## src/design/bisync_pkg.sv

```systemverilog
// Shared constants and types of the bisync command and status logic
package bisync_pkg;
  // ============
  // Command codes
  localparam logic [7:0] SELECT_CODE = 8'h00_C3;
  localparam logic [7:0] IO_TRANSMIT = 8'h00_80;
  localparam logic [7:0] IO_RECEIVE = 8'h00_40;
  // ============
  // Status bit positions
  localparam int ST_IDLE = 7;
  localparam int ST_MATCH = 6;
  localparam int ST_RXERR = 5;
  localparam int ST_TIMER = 4;
  localparam int ST_ACT = 3;
  localparam int ST_OVR = 2;
  localparam int ST_DSR = 1;
  localparam int ST_RING = 0;
  localparam logic [7:0] STATUS_RESET = 8'h00_80;
  // ============
  // Line parameters
  localparam int PAR_ASCII = 7;
  localparam int PAR_LRC = 6;
  localparam int PAR_DTR = 4;
  localparam logic [7:0] PARAM_RESET = 8'h00_00;
  localparam logic [7:0] SYNC_RESET = 8'h00_00;
  // ============
  // Protocol and auxiliary bits
  localparam int PR_ACCEPT = 7;
  localparam int PR_TERM = 4;
  localparam int PR_FORCE = 3;
  localparam int AX_START = 7;
  localparam int AX_ABORT = 6;
  localparam int AX_RSET = 5;
  localparam int AX_RCLR = 4;
  localparam int AX_IRQCLR = 1;
  localparam int AX_IRQSET = 0;
  // ============
  // Timing
  localparam int CLK_MHZ = 100;
  localparam int TIMER_MS = 1000;
  localparam int ACTIVITY_MS = 3000;
  localparam int TIMER_CYCLES = TIMER_MS * 1000 * CLK_MHZ;
  localparam int ACTIVITY_CYCLES = ACTIVITY_MS * 1000 * CLK_MHZ;
  localparam int TIMER_W = 27;
  localparam int ACT_W = 29;
  localparam int SYNC_NEEDED = 2;
  // ============
  // Active control list
  localparam int LIST_AW = 4;
  // ============
  // Controller states
  typedef enum logic [3:0] {
    S_IDLE = 4'b0000,
    S_TX_FETCH = 4'b0001,
    S_TX_WAIT = 4'b0010,
    S_TX_SEND = 4'b0011,
    S_RX_HUNT = 4'b0100,
    S_RX_DATA = 4'b0101,
    S_SCAN_RD = 4'b0110,
    S_SCAN_CMP = 4'b0111,
    S_HALT = 4'b1000
  } state_type;
endpackage : bisync_pkg

```

## src/design/bisync_controller.sv

```systemverilog
// Command, status and character path of the bisync controller
// Summary of operation
// Select code C3 makes us target
// Stop resets state, status and sync code, clears parameters
// Idle bit sets on completion, clears start
// Match bit set on list hit
// Receive errors set bit 5 until restart
// Timer bit cleared by abort or stop
// Overrun or forced-scan miss sets bit 2; a forced-scan miss in transmit leaves it clear
// Bit1 live DSR, bit0 latched ring
// Sync code byte is idle pattern
// Two syncs validate data, carrier loss rehunts
// Code bit selects ASCII or EBCDIC
// LRC mode sends odd parity, checks it
// CRC mode sends eight bits, no parity
// Parameter bit 4 drives DTR
// Start aborts and clears status bits
// Transmit fetches, sends, terminates on end
// Control character scans list, halts on match
// Receive stores data, pointer marks match
// Control test on bits 5,6 or 6,7
// Software preloads every transmitted character
// Termination address three beyond message end
// Three second silence ends receive, bit 3
// Protocol command resumes halted controller
`timescale 1ns/1ps
`default_nettype none
module bisync_controller
  import bisync_pkg::*;
#(
  parameter logic [TIMER_W-1:0] TIMER_LEN = TIMER_W'(TIMER_CYCLES),
  parameter logic [ACT_W-1:0] ACTIVITY_LEN = ACT_W'(ACTIVITY_CYCLES)
) (
  // Clock and reset
  input wire logic clk,
  input wire logic rstn,
  // CPU I/O bus commands
  input wire logic selStrobe,
  input wire logic stopStrobe,
  input wire logic statusReadStrobe,
  input wire logic syncLoadStrobe,
  input wire logic paramSetStrobe,
  input wire logic ioStartStrobe,
  input wire logic protocolStrobe,
  input wire logic auxStrobe,
  input wire logic [7:0] cmdByte,
  output logic [7:0] statusData,
  output logic selected,
  output logic irq,
  // Active control list load
  input wire logic listWrEn,
  input wire logic [LIST_AW-1:0] listWrAddr,
  input wire logic [7:0] listWrData,
  input wire logic [LIST_AW-1:0] listLast,
  output logic [LIST_AW-1:0] ctlPtr,
  // Main channel buffer
  output logic bufRdReq,
  input wire logic bufRdValid,
  input wire logic bufRdTerm,
  input wire logic [7:0] bufRdData,
  output logic bufWrValid,
  output logic [7:0] bufWrData,
  input wire logic bufWrTerm,
  // Line characters
  output logic lineTxValid,
  output logic [7:0] lineTxData,
  input wire logic lineTxReady,
  input wire logic lineRxValid,
  input wire logic [7:0] lineRxData,
  // Modem pins
  input wire logic dsrPin,
  input wire logic ringPin,
  input wire logic carrierPin,
  output logic dtr
);
  // ============
  // Helpers
  function automatic logic isControl(input logic [7:0] c, input logic ascii);
    // control character test
    isControl = ascii ? (c[5] == 1'b0 && c[6] == 1'b0) : (c[6] == 1'b0 && c[7] == 1'b0);
  endfunction : isControl

  function automatic logic [7:0] lineByte(input logic [7:0] c, input logic lrc);
    // seven bits plus odd parity
    // eight bits unchanged
    lineByte = lrc ? {~^c[6:0], c[6:0]} : c;
  endfunction : lineByte

  // ============
  // Modem pin synchronisers
  logic [2:0] pinS1_q, pinS2_q, pinS3_q, pinF_q;
  logic [2:0] pinF_d;

  always_comb begin
    pinF_d = pinF_q;
    for (int i = 0; i < 3; i++) begin
      if (pinS2_q[i] == pinS3_q[i]) begin
        pinF_d[i] = pinS2_q[i];
      end
    end
  end

  always_ff @(posedge clk or negedge rstn) begin
    if (!rstn) begin
      pinS1_q <= 3'h0;
      pinS2_q <= 3'h0;
      pinS3_q <= 3'h0;
      pinF_q <= 3'h0;
    end else begin
      pinS1_q <= {carrierPin, ringPin, dsrPin};
      pinS2_q <= pinS1_q;
      pinS3_q <= pinS2_q;
      pinF_q <= pinF_d;
    end
  end

  logic dsrF, ringF, carrierF;
  assign dsrF = pinF_q[0];
  assign ringF = pinF_q[1];
  assign carrierF = pinF_q[2];

  // ============
  // Control list memory
  logic [LIST_AW-1:0] scanIdx_q, scanIdx_d;
  logic [7:0] listRdData;

  ctl_list_mem u_list (
    .clk(clk),
    .wrEn(listWrEn),
    .wrAddr(listWrAddr),
    .wrData(listWrData),
    .rdAddr(scanIdx_q),
    .rdData(listRdData)
  );

  // ============
  // Controller state
  state_type state_q, state_d;
  logic sel_q, sel_d, irq_q, irq_d, txMode_q, txMode_d;
  logic force_q, force_d, forced_q, forced_d, term_q, term_d;
  logic ringMode_q, ringMode_d, timerRun_q, timerRun_d;
  logic [7:0] status_q, status_d, statusData_q, statusData_d;
  logic [7:0] param_q, param_d, syncCode_q, syncCode_d, hold_q, hold_d;
  logic [1:0] syncCnt_q, syncCnt_d;
  logic [TIMER_W-1:0] timerCnt_q, timerCnt_d;
  logic [ACT_W-1:0] actCnt_q, actCnt_d;
  logic [LIST_AW-1:0] ctlPtr_q, ctlPtr_d;
  logic bufRdReq_q, bufRdReq_d, bufWr_q, bufWr_d, txValid_q, txValid_d;
  logic [7:0] bufWrData_q, bufWrData_d, txData_q, txData_d;
  logic cmdOk, rxBusy;

  // commands only while selected
  assign cmdOk = sel_q;
  assign rxBusy = !txMode_q && state_q != S_IDLE;

  always_comb begin
    state_d = state_q;
    sel_d = sel_q;
    irq_d = irq_q;
    txMode_d = txMode_q;
    force_d = force_q;
    forced_d = forced_q;
    term_d = term_q;
    ringMode_d = ringMode_q;
    timerRun_d = timerRun_q;
    status_d = status_q;
    statusData_d = statusData_q;
    param_d = param_q;
    syncCode_d = syncCode_q;
    hold_d = hold_q;
    syncCnt_d = syncCnt_q;
    timerCnt_d = timerCnt_q;
    actCnt_d = actCnt_q;
    ctlPtr_d = ctlPtr_q;
    scanIdx_d = scanIdx_q;
    bufRdReq_d = 1'b0;
    bufWr_d = 1'b0;
    bufWrData_d = bufWrData_q;
    txValid_d = txValid_q && !lineTxReady;
    txData_d = txData_q;

    // select or deselect
    if (selStrobe) begin
      sel_d = (cmdByte == SELECT_CODE);
    end
    // live dataset ready
    status_d[ST_DSR] = dsrF;

    // Character engine
    if (state_q != S_IDLE) begin
      actCnt_d = actCnt_q + ACT_W'(1);
    end
    case (state_q)
      S_IDLE: begin
      end
      S_TX_FETCH: begin
        bufRdReq_d = 1'b1;
        state_d = S_TX_WAIT;
      end
      S_TX_WAIT: begin
        if (bufRdValid) begin
          // end of buffer completes transmit
          if (bufRdTerm) begin
            state_d = S_IDLE;
            status_d[ST_IDLE] = 1'b1;
            irq_d = 1'b1;
          end else begin
            hold_d = bufRdData;
            // control characters go to the scan
            if (isControl(bufRdData, param_q[PAR_ASCII]) || force_q) begin
              forced_d = force_q;
              force_d = 1'b0;
              scanIdx_d = '0;
              state_d = S_SCAN_RD;
            end else begin
              state_d = S_TX_SEND;
            end
          end
        end
      end
      S_TX_SEND: begin
        // non-control characters go to the line
        if (!txValid_q) begin
          txValid_d = 1'b1;
          txData_d = lineByte(hold_q, param_q[PAR_LRC]);
          actCnt_d = '0;
          state_d = term_q ? S_IDLE : S_TX_FETCH;
          status_d[ST_IDLE] = term_q;
          irq_d = irq_q || term_q;
          term_d = 1'b0;
        end
      end
      S_RX_HUNT: begin
        // sync code is the expected idle pattern
        // two consecutive syncs before data
        if (lineRxValid) begin
          if (lineRxData == syncCode_q) begin
            actCnt_d = '0;
            syncCnt_d = syncCnt_q + 2'd1;
            if (syncCnt_q == 2'(SYNC_NEEDED - 1)) begin
              state_d = S_RX_DATA;
            end
          end else begin
            syncCnt_d = 2'd0;
          end
        end
      end
      S_RX_DATA: begin
        if (!carrierF) begin
          // carrier loss forces a new hunt
          syncCnt_d = 2'd0;
          state_d = S_RX_HUNT;
        end else if (lineRxValid) begin
          if (lineRxData == syncCode_q && !force_q) begin
            actCnt_d = '0;
          end else begin
            hold_d = lineRxData;
            // odd parity check in LRC mode
            if (param_q[PAR_LRC] && !(^lineRxData)) begin
              status_d[ST_RXERR] = 1'b1;
            end
            // control characters scanned, data stored
            if (isControl(lineRxData, param_q[PAR_ASCII]) || force_q) begin
              forced_d = force_q;
              force_d = 1'b0;
              scanIdx_d = '0;
              state_d = S_SCAN_RD;
            end else begin
              bufWr_d = 1'b1;
              bufWrData_d = lineRxData;
              if (bufWrTerm) begin
                state_d = S_IDLE;
                status_d[ST_IDLE] = 1'b1;
                irq_d = 1'b1;
              end
            end
          end
        end
      end
      S_SCAN_RD: begin
        state_d = S_SCAN_CMP;
      end
      S_SCAN_CMP: begin
        if (listRdData == hold_q) begin
          // match halts with bit 6 and interrupt
          // match bit set
          // pointer left on matching entry
          status_d[ST_MATCH] = 1'b1;
          irq_d = 1'b1;
          ctlPtr_d = scanIdx_q;
          state_d = S_HALT;
        end else if (scanIdx_q == listLast) begin
          // forced scan found no entry
          if (forced_q && !txMode_q) begin
            status_d[ST_OVR] = 1'b1;
          end
          // no match, handled as data
          if (txMode_q) begin
            state_d = S_TX_SEND;
          end else begin
            bufWr_d = 1'b1;
            bufWrData_d = hold_q;
            state_d = bufWrTerm ? S_IDLE : S_RX_DATA;
            status_d[ST_IDLE] = bufWrTerm;
            irq_d = irq_q || bufWrTerm;
          end
        end else begin
          scanIdx_d = scanIdx_q + LIST_AW'(1);
          state_d = S_SCAN_RD;
        end
      end
      S_HALT: begin
      end
      default: begin
        state_d = S_IDLE;
      end
    endcase

    // receive overrun sets bits 5 and 2
    // data overrun in receive
    if (rxBusy && lineRxValid && state_q != S_RX_DATA && state_q != S_RX_HUNT) begin
      status_d[ST_RXERR] = 1'b1;
      status_d[ST_OVR] = 1'b1;
    end
    // three seconds of silence end the operation
    if (state_q != S_IDLE && state_q != S_HALT && actCnt_q >= ACTIVITY_LEN - ACT_W'(1)) begin
      status_d[ST_ACT] = 1'b1;
      status_d[ST_IDLE] = 1'b1;
      irq_d = 1'b1;
      state_d = S_IDLE;
    end

    // Command bus
    if (cmdOk && statusReadStrobe) begin
      statusData_d = status_q;
    end
    if (cmdOk && syncLoadStrobe) begin
      syncCode_d = cmdByte;
    end
    // parameter byte holds code select
    // DTR follows parameter bit
    if (cmdOk && paramSetStrobe) begin
      param_d = cmdByte;
    end
    if (cmdOk && protocolStrobe) begin
      // protocol clears match bit, a new match wins
      status_d[ST_MATCH] = status_d[ST_MATCH] && !status_q[ST_MATCH];
      irq_d = irq_d && !irq_q;
      force_d = cmdByte[PR_FORCE];
      // protocol command resumes a halt
      if (state_q == S_HALT) begin
        if (txMode_q) begin
          term_d = cmdByte[PR_TERM];
          state_d = cmdByte[PR_ACCEPT] ? S_TX_SEND : (cmdByte[PR_TERM] ? S_IDLE : S_TX_FETCH);
        end else begin
          bufWr_d = cmdByte[PR_ACCEPT];
          bufWrData_d = hold_q;
          state_d = cmdByte[PR_TERM] ? S_IDLE : S_RX_DATA;
        end
        if (!txMode_q || !cmdByte[PR_ACCEPT]) begin
          status_d[ST_IDLE] = cmdByte[PR_TERM];
          irq_d = cmdByte[PR_TERM];
        end
      end else if (state_q != S_IDLE) begin
        term_d = cmdByte[PR_TERM];
      end
    end
    if (cmdOk && auxStrobe) begin
      if (cmdByte[AX_IRQCLR]) begin
        irq_d = irq_d && !irq_q;
      end
      if (cmdByte[AX_ABORT]) begin
        timerRun_d = 1'b0;
        status_d[ST_TIMER] = 1'b0;
      end
      if (cmdByte[AX_START]) begin
        timerRun_d = 1'b1;
        timerCnt_d = '0;
      end
      if (cmdByte[AX_RCLR]) begin
        ringMode_d = 1'b0;
        status_d[ST_RING] = 1'b0;
      end else if (cmdByte[AX_RSET]) begin
        ringMode_d = 1'b1;
      end
      if (cmdByte[AX_IRQSET]) begin
        irq_d = 1'b1;
      end
    end
    // start aborts and clears status bits except timer bit 4 and DSR bit 1
    // transmit or receive start clears idle bit, any other start code sets it
    if (cmdOk && ioStartStrobe) begin
      status_d = status_d & 8'h00_12;
      irq_d = 1'b0;
      ringMode_d = 1'b0;
      force_d = 1'b0;
      term_d = 1'b0;
      syncCnt_d = 2'd0;
      actCnt_d = '0;
      txValid_d = 1'b0;
      txMode_d = (cmdByte == IO_TRANSMIT);
      if (cmdByte == IO_TRANSMIT) begin
        state_d = S_TX_FETCH;
      end else if (cmdByte == IO_RECEIVE) begin
        state_d = S_RX_HUNT;
      end else begin
        state_d = S_IDLE;
        status_d[ST_IDLE] = 1'b1;
      end
    end

    // one second timer expiry
    if (timerRun_q) begin
      timerCnt_d = timerCnt_q + TIMER_W'(1);
      if (timerCnt_q >= TIMER_LEN - TIMER_W'(1)) begin
        timerRun_d = 1'b0;
        status_d[ST_TIMER] = 1'b1;
        irq_d = 1'b1;
      end
    end
    // ring latched only in ring mode
    if (ringMode_d && ringF && !status_q[ST_RING]) begin
      status_d[ST_RING] = 1'b1;
      irq_d = 1'b1;
    end

    // stop resets controller and parameters
    // stop sets idle bit
    if (cmdOk && stopStrobe) begin
      state_d = S_IDLE;
      status_d = STATUS_RESET;
      status_d[ST_DSR] = dsrF;
      param_d = PARAM_RESET;
      syncCode_d = SYNC_RESET;
      timerRun_d = 1'b0;
      ringMode_d = 1'b0;
      force_d = 1'b0;
      term_d = 1'b0;
      txValid_d = 1'b0;
      bufRdReq_d = 1'b0;
      bufWr_d = 1'b0;
      irq_d = 1'b1;
    end
  end

  always_ff @(posedge clk or negedge rstn) begin
    if (!rstn) begin
      state_q <= S_IDLE;
      sel_q <= 1'b0;
      irq_q <= 1'b0;
      txMode_q <= 1'b0;
      force_q <= 1'b0;
      forced_q <= 1'b0;
      term_q <= 1'b0;
      ringMode_q <= 1'b0;
      timerRun_q <= 1'b0;
      status_q <= STATUS_RESET;
      statusData_q <= 8'h00_00;
      param_q <= PARAM_RESET;
      syncCode_q <= SYNC_RESET;
      hold_q <= 8'h00_00;
      syncCnt_q <= 2'd0;
      timerCnt_q <= '0;
      actCnt_q <= '0;
      ctlPtr_q <= '0;
      scanIdx_q <= '0;
      bufRdReq_q <= 1'b0;
      bufWr_q <= 1'b0;
      bufWrData_q <= 8'h00_00;
      txValid_q <= 1'b0;
      txData_q <= 8'h00_00;
    end else begin
      state_q <= state_d;
      sel_q <= sel_d;
      irq_q <= irq_d;
      txMode_q <= txMode_d;
      force_q <= force_d;
      forced_q <= forced_d;
      term_q <= term_d;
      ringMode_q <= ringMode_d;
      timerRun_q <= timerRun_d;
      status_q <= status_d;
      statusData_q <= statusData_d;
      param_q <= param_d;
      syncCode_q <= syncCode_d;
      hold_q <= hold_d;
      syncCnt_q <= syncCnt_d;
      timerCnt_q <= timerCnt_d;
      actCnt_q <= actCnt_d;
      ctlPtr_q <= ctlPtr_d;
      scanIdx_q <= scanIdx_d;
      bufRdReq_q <= bufRdReq_d;
      bufWr_q <= bufWr_d;
      bufWrData_q <= bufWrData_d;
      txValid_q <= txValid_d;
      txData_q <= txData_d;
    end
  end

  // ============
  // Outputs
  assign statusData = statusData_q;
  assign selected = sel_q;
  assign irq = irq_q;
  assign ctlPtr = ctlPtr_q;
  assign bufRdReq = bufRdReq_q;
  assign bufWrValid = bufWr_q;
  assign bufWrData = bufWrData_q;
  assign lineTxValid = txValid_q;
  assign lineTxData = txData_q;
  assign dtr = param_q[PAR_DTR];
endmodule : bisync_controller
`default_nettype wire

```

## src/design/ctl_list_mem.sv

```systemverilog
// Active control character list memory with registered read data
`timescale 1ns/1ps
`default_nettype none
module ctl_list_mem
  import bisync_pkg::*;
(
  // Clock
  input wire logic clk,
  // Write port
  input wire logic wrEn,
  input wire logic [LIST_AW-1:0] wrAddr,
  input wire logic [7:0] wrData,
  // Read port
  input wire logic [LIST_AW-1:0] rdAddr,
  output logic [7:0] rdData
);
  logic [7:0] mem [0:(1<<LIST_AW)-1];

  always_ff @(posedge clk) begin
    if (wrEn) begin
      mem[wrAddr] <= wrData;
    end
    rdData <= mem[rdAddr];
  end
endmodule : ctl_list_mem
`default_nettype wire

```

## config.mk

```make
export PLATFORM = sky130hd
export DESIGN_NAME = bisync_controller
export DESIGN_NICKNAME = d
export VERILOG_FILES = /design/src/design/bisync_pkg.sv /design/src/design/bisync_controller.sv /design/src/design/ctl_list_mem.sv
export SDC_FILE = /design/constraint.sdc
export NUM_CORES = 1
export LEC_CHECK = 0
export ABC_AREA = 1
export BUFFER_PORTS_ARGS = -buffer_cell sky130_fd_sc_hd__buf_4
export CAP_MARGIN = 0
export CORE_UTILIZATION = 30
export CTS_CLUSTER_DIAMETER = 50
export DETAILED_ROUTE_END_ITERATION = 12
export PLACE_DENSITY = 0.5
export SKIP_LAST_GASP = 1
export SLEW_MARGIN = 40
export SYNTH_ARGS = -nofsm -noshare
export SYNTH_HDL_FRONTEND = slang
export SYNTH_SLANG_ARGS = --single-unit
```

## constraint.sdc

```tcl
create_clock -name clk -period 5.3 [get_ports clk]
set_input_delay 0.265 -clock clk [delete_from_list [all_inputs] [get_ports clk]]
set_output_delay 0.265 -clock clk [all_outputs]
set_load 0.005 [all_outputs]
```

==> metrics.txt <==
WS Path Type=flip-flop to flip-flop; sequential share of the synthesized area=0.5803; CP Max Fanout=15; total wire length=roughly 36 mm; P&R area growth vs syn=20.13%; NumNets Final=1,561; CTS HTree Levels=2; final antenna-violating net count=0; height of the die=between 200 and 250 um; Syn Nets=1,462; Worst-Skew Late Latency=approximately 0.53 ns; Final GP Congestion=0.9749; Final Slew Violations=0; first-pass GRT wire length=56.52 mm; Remaining Overflow, GRT=0; DR top layer=met4; leakage power=6.549 nW; Worst-path clk slew=0.05 ns; drt pass-1 iters=5; I/O pin count=93; Fin. Hold Viols=0; Worst setup EP type=flip-flop; crit path time final=2.576 ns; fill count=around 4,300; CTS sink count=280; status=complete, no violations; Vias/cell=4.800; all-layer global routing usage=0.1643; 1st-iter DRT viols=916; CORE AREA=around 0.043 mm^2; pwr dens=about 440 mW/mm^2; VDD IR max=approximately 220 uV; total CTS buffers=37; metal3 WL=1.803 mm; Root Driver=clkbuf_16; largest area contributor in the netlist=edfxtp_1; Initial Utilization=0.3044; slew margin rel.=0.4820; post-synthesis async set-or-reset flop share=0.5143; Syn Inst Count=1,399; worst min path class=input pin to flip-flop; Post-synth EDFFs=128; pin count of the biggest net entering global routing=71; DIE WIDTH=211.1 um; vias in the first global route=~9,800; metal1 wirelength=17.78 mm; Distinct cells, synth=51; Synth Register Bits=280; Syn Area/Cell=9.372 um^2; Top FF cell, synth=dfrtp_1; Ys Warns=0; count leader, synth=nand2_1; WL per Instance=17.24 um; initial antenna violation count=0; RSZ-0062 raised after global routing=false; Tcrit/Tclk final=0.4861; total power=6.905 mW; Fmax achieved=388.1 MHz; CP required=5.68 ns; CTS tree=done; Setup Skew=0.01443 ns; DRC viols=0; HPWL after detailed placement=25.05 mm; Cell Area, Synth=0.01311 mm^2; Least-Margin Pin Slew=between 0.7 and 0.8 ns; Commonest cells post-synth=nand2_1, nor2_1, dfrtp_1; Finished Layout Cells=2,112; ANT cells=0; Vias=roughly 10,000; Setup TNS=0 ns; Final setup viols=0; post-synth top area share=0.2932; cells taking the most area after synthesis=edfxtp_1, dfrtp_1, nand2_1; Core Rows=76; MaxCap Viol Count=0; placed insts=2,038; crit path launch type=flip-flop; met2 WL=15.82 mm; I/O Buffers=92; CP Data Arrival Time=approximately 3.0 ns; die area=around 0.045 mm^2; clk buf depth=3; share of cells above drive strength 1=0.1401
==> worst max-delay path: stages, from the launching register on <==
cell and delay, ns:
dfrtp_1 0.43, inv_1 0.11, nor2_1 0.06, nand2_1 0.39, inv_1 0.35, nand2_1 0.14
nand2_1 0.06, inv_1 0.08, nand3_1 0.11, nor2_2 0.33, nand2_1 0.12, o21ai_0 0.19
a21oi_1 0.06
==> per-stage QoR <==
| stage | util | cell area, um^2 | hold WS [ns] | worst slack [ns] |
|---|---|---|---|---|
| detailed placement | 0.3353 | 14450 | 0.3253 | 2.725 |
| finish | 0.3656 | 15750 | 0.01362 | 2.724 |
| global placement | 0.3347 | 14420 | 0.3331 | 2.599 |
| CTS | 0.3655 | 15750 | 0.003002 | 2.712 |
| floorplan | - | 13110 | -0.03059 | 3.381 |
| global route | 0.3656 | 15750 | 0.03071 | 2.445 |
==> layout by cell type (no fill, tap or decap), types with 6 or more instances in the layout <==
cell type and count:
o211ai_1 14, clkbuf_8 7, xor2_1 30, o22ai_1 17, dfxtp_1 8, nand3_1 57
buf_4 99, inv_1 133, nor2_4 8, nand4_1 18, a21oi_1 45, edfxtp_1 128
nand2_2 6, xnor2_1 20, nor4_1 6, clkbuf_16 39, o221ai_1 33, dfrtp_1 142
nor2_1 191, nand2_1 270, dlygate4sd3_1 6, nor3_1 29, nor2_2 17, o21ai_0 126
==> registers in the layout, indices dropped and copies added, names as in the netlist, 8 cells and up <==
register	flops
u_list.mem	128
actCnt_q	29
timerCnt_q	27
bufWrData	8
hold_q	8
lineTxData	8
statusData	8
status_q	8
syncCode_q	8
u_list.rdData	8
==> logic make-up after synthesis <==
| group | synth area share |
|---|---|
| compound gates | 0.1177 |
| xor+xnor | 0.03340 |
| mux | 0.005821 |
| simple gates | 0.2039 |
| fa+ha+maj | 0.006108 |
| buf+inv | 0.05277 |
| flops | 0.5803 |
==> cell type report <==
type                            instances  area [um^2]  share of cell area
Inverter                              136        510.5             0.03241
Multi-Input combinational cell        937         4843              0.3075
Clock inverter                         17        148.9            0.009453
Timing Repair Buffer                  106        814.5             0.05172
Sequential cell                       280         7610              0.4832
Clock buffer                           51         1091             0.06927
Tap cell                              585        732.0             0.04647
==> report_power, final <==
part	switching (mW)	leakage (nW)	internal (mW)
Sequential	0.283	3.05	2.53
Combinational	1.05	2.90	0.570
Clock	0.969	0.601	1.50
==> what timing repair did <==
item | 4_1_cts | 5_1_grt
endpoints found under the hold margin | 72 | 0
hold buffers | 6 | 0
buffers inserted | 0 | 0
resized for setup | 0 | 0
setup endpoints to repair | 0 | 0
==> path summary, 6_finish.rpt <==
kind,start,end,slack (ns),depth (start not counted)
max in group asynchronous,rstn,timerCnt_q[24],3.90,3
worst min-delay path,cmdByte[5],syncCode_q[5],0.01,3
worst min register to register,pinS1_q[0],pinS2_q[0],0.35,0
worst max register to register,state_q[0],scanIdx_q[2],2.72,12
min in group asynchronous,rstn,actCnt_q[8],0.33,2
worst max-delay path,state_q[0],scanIdx_q[2],2.72,12
==> metal layers <==
metal	global-route usage	up-vias
li1	-	4964
met1	0.2397	4839
met2	0.2458	272
met3	0.02691	63
met4	0.05447	0
met5	0	-
Power figures use the tool's default switching activity.
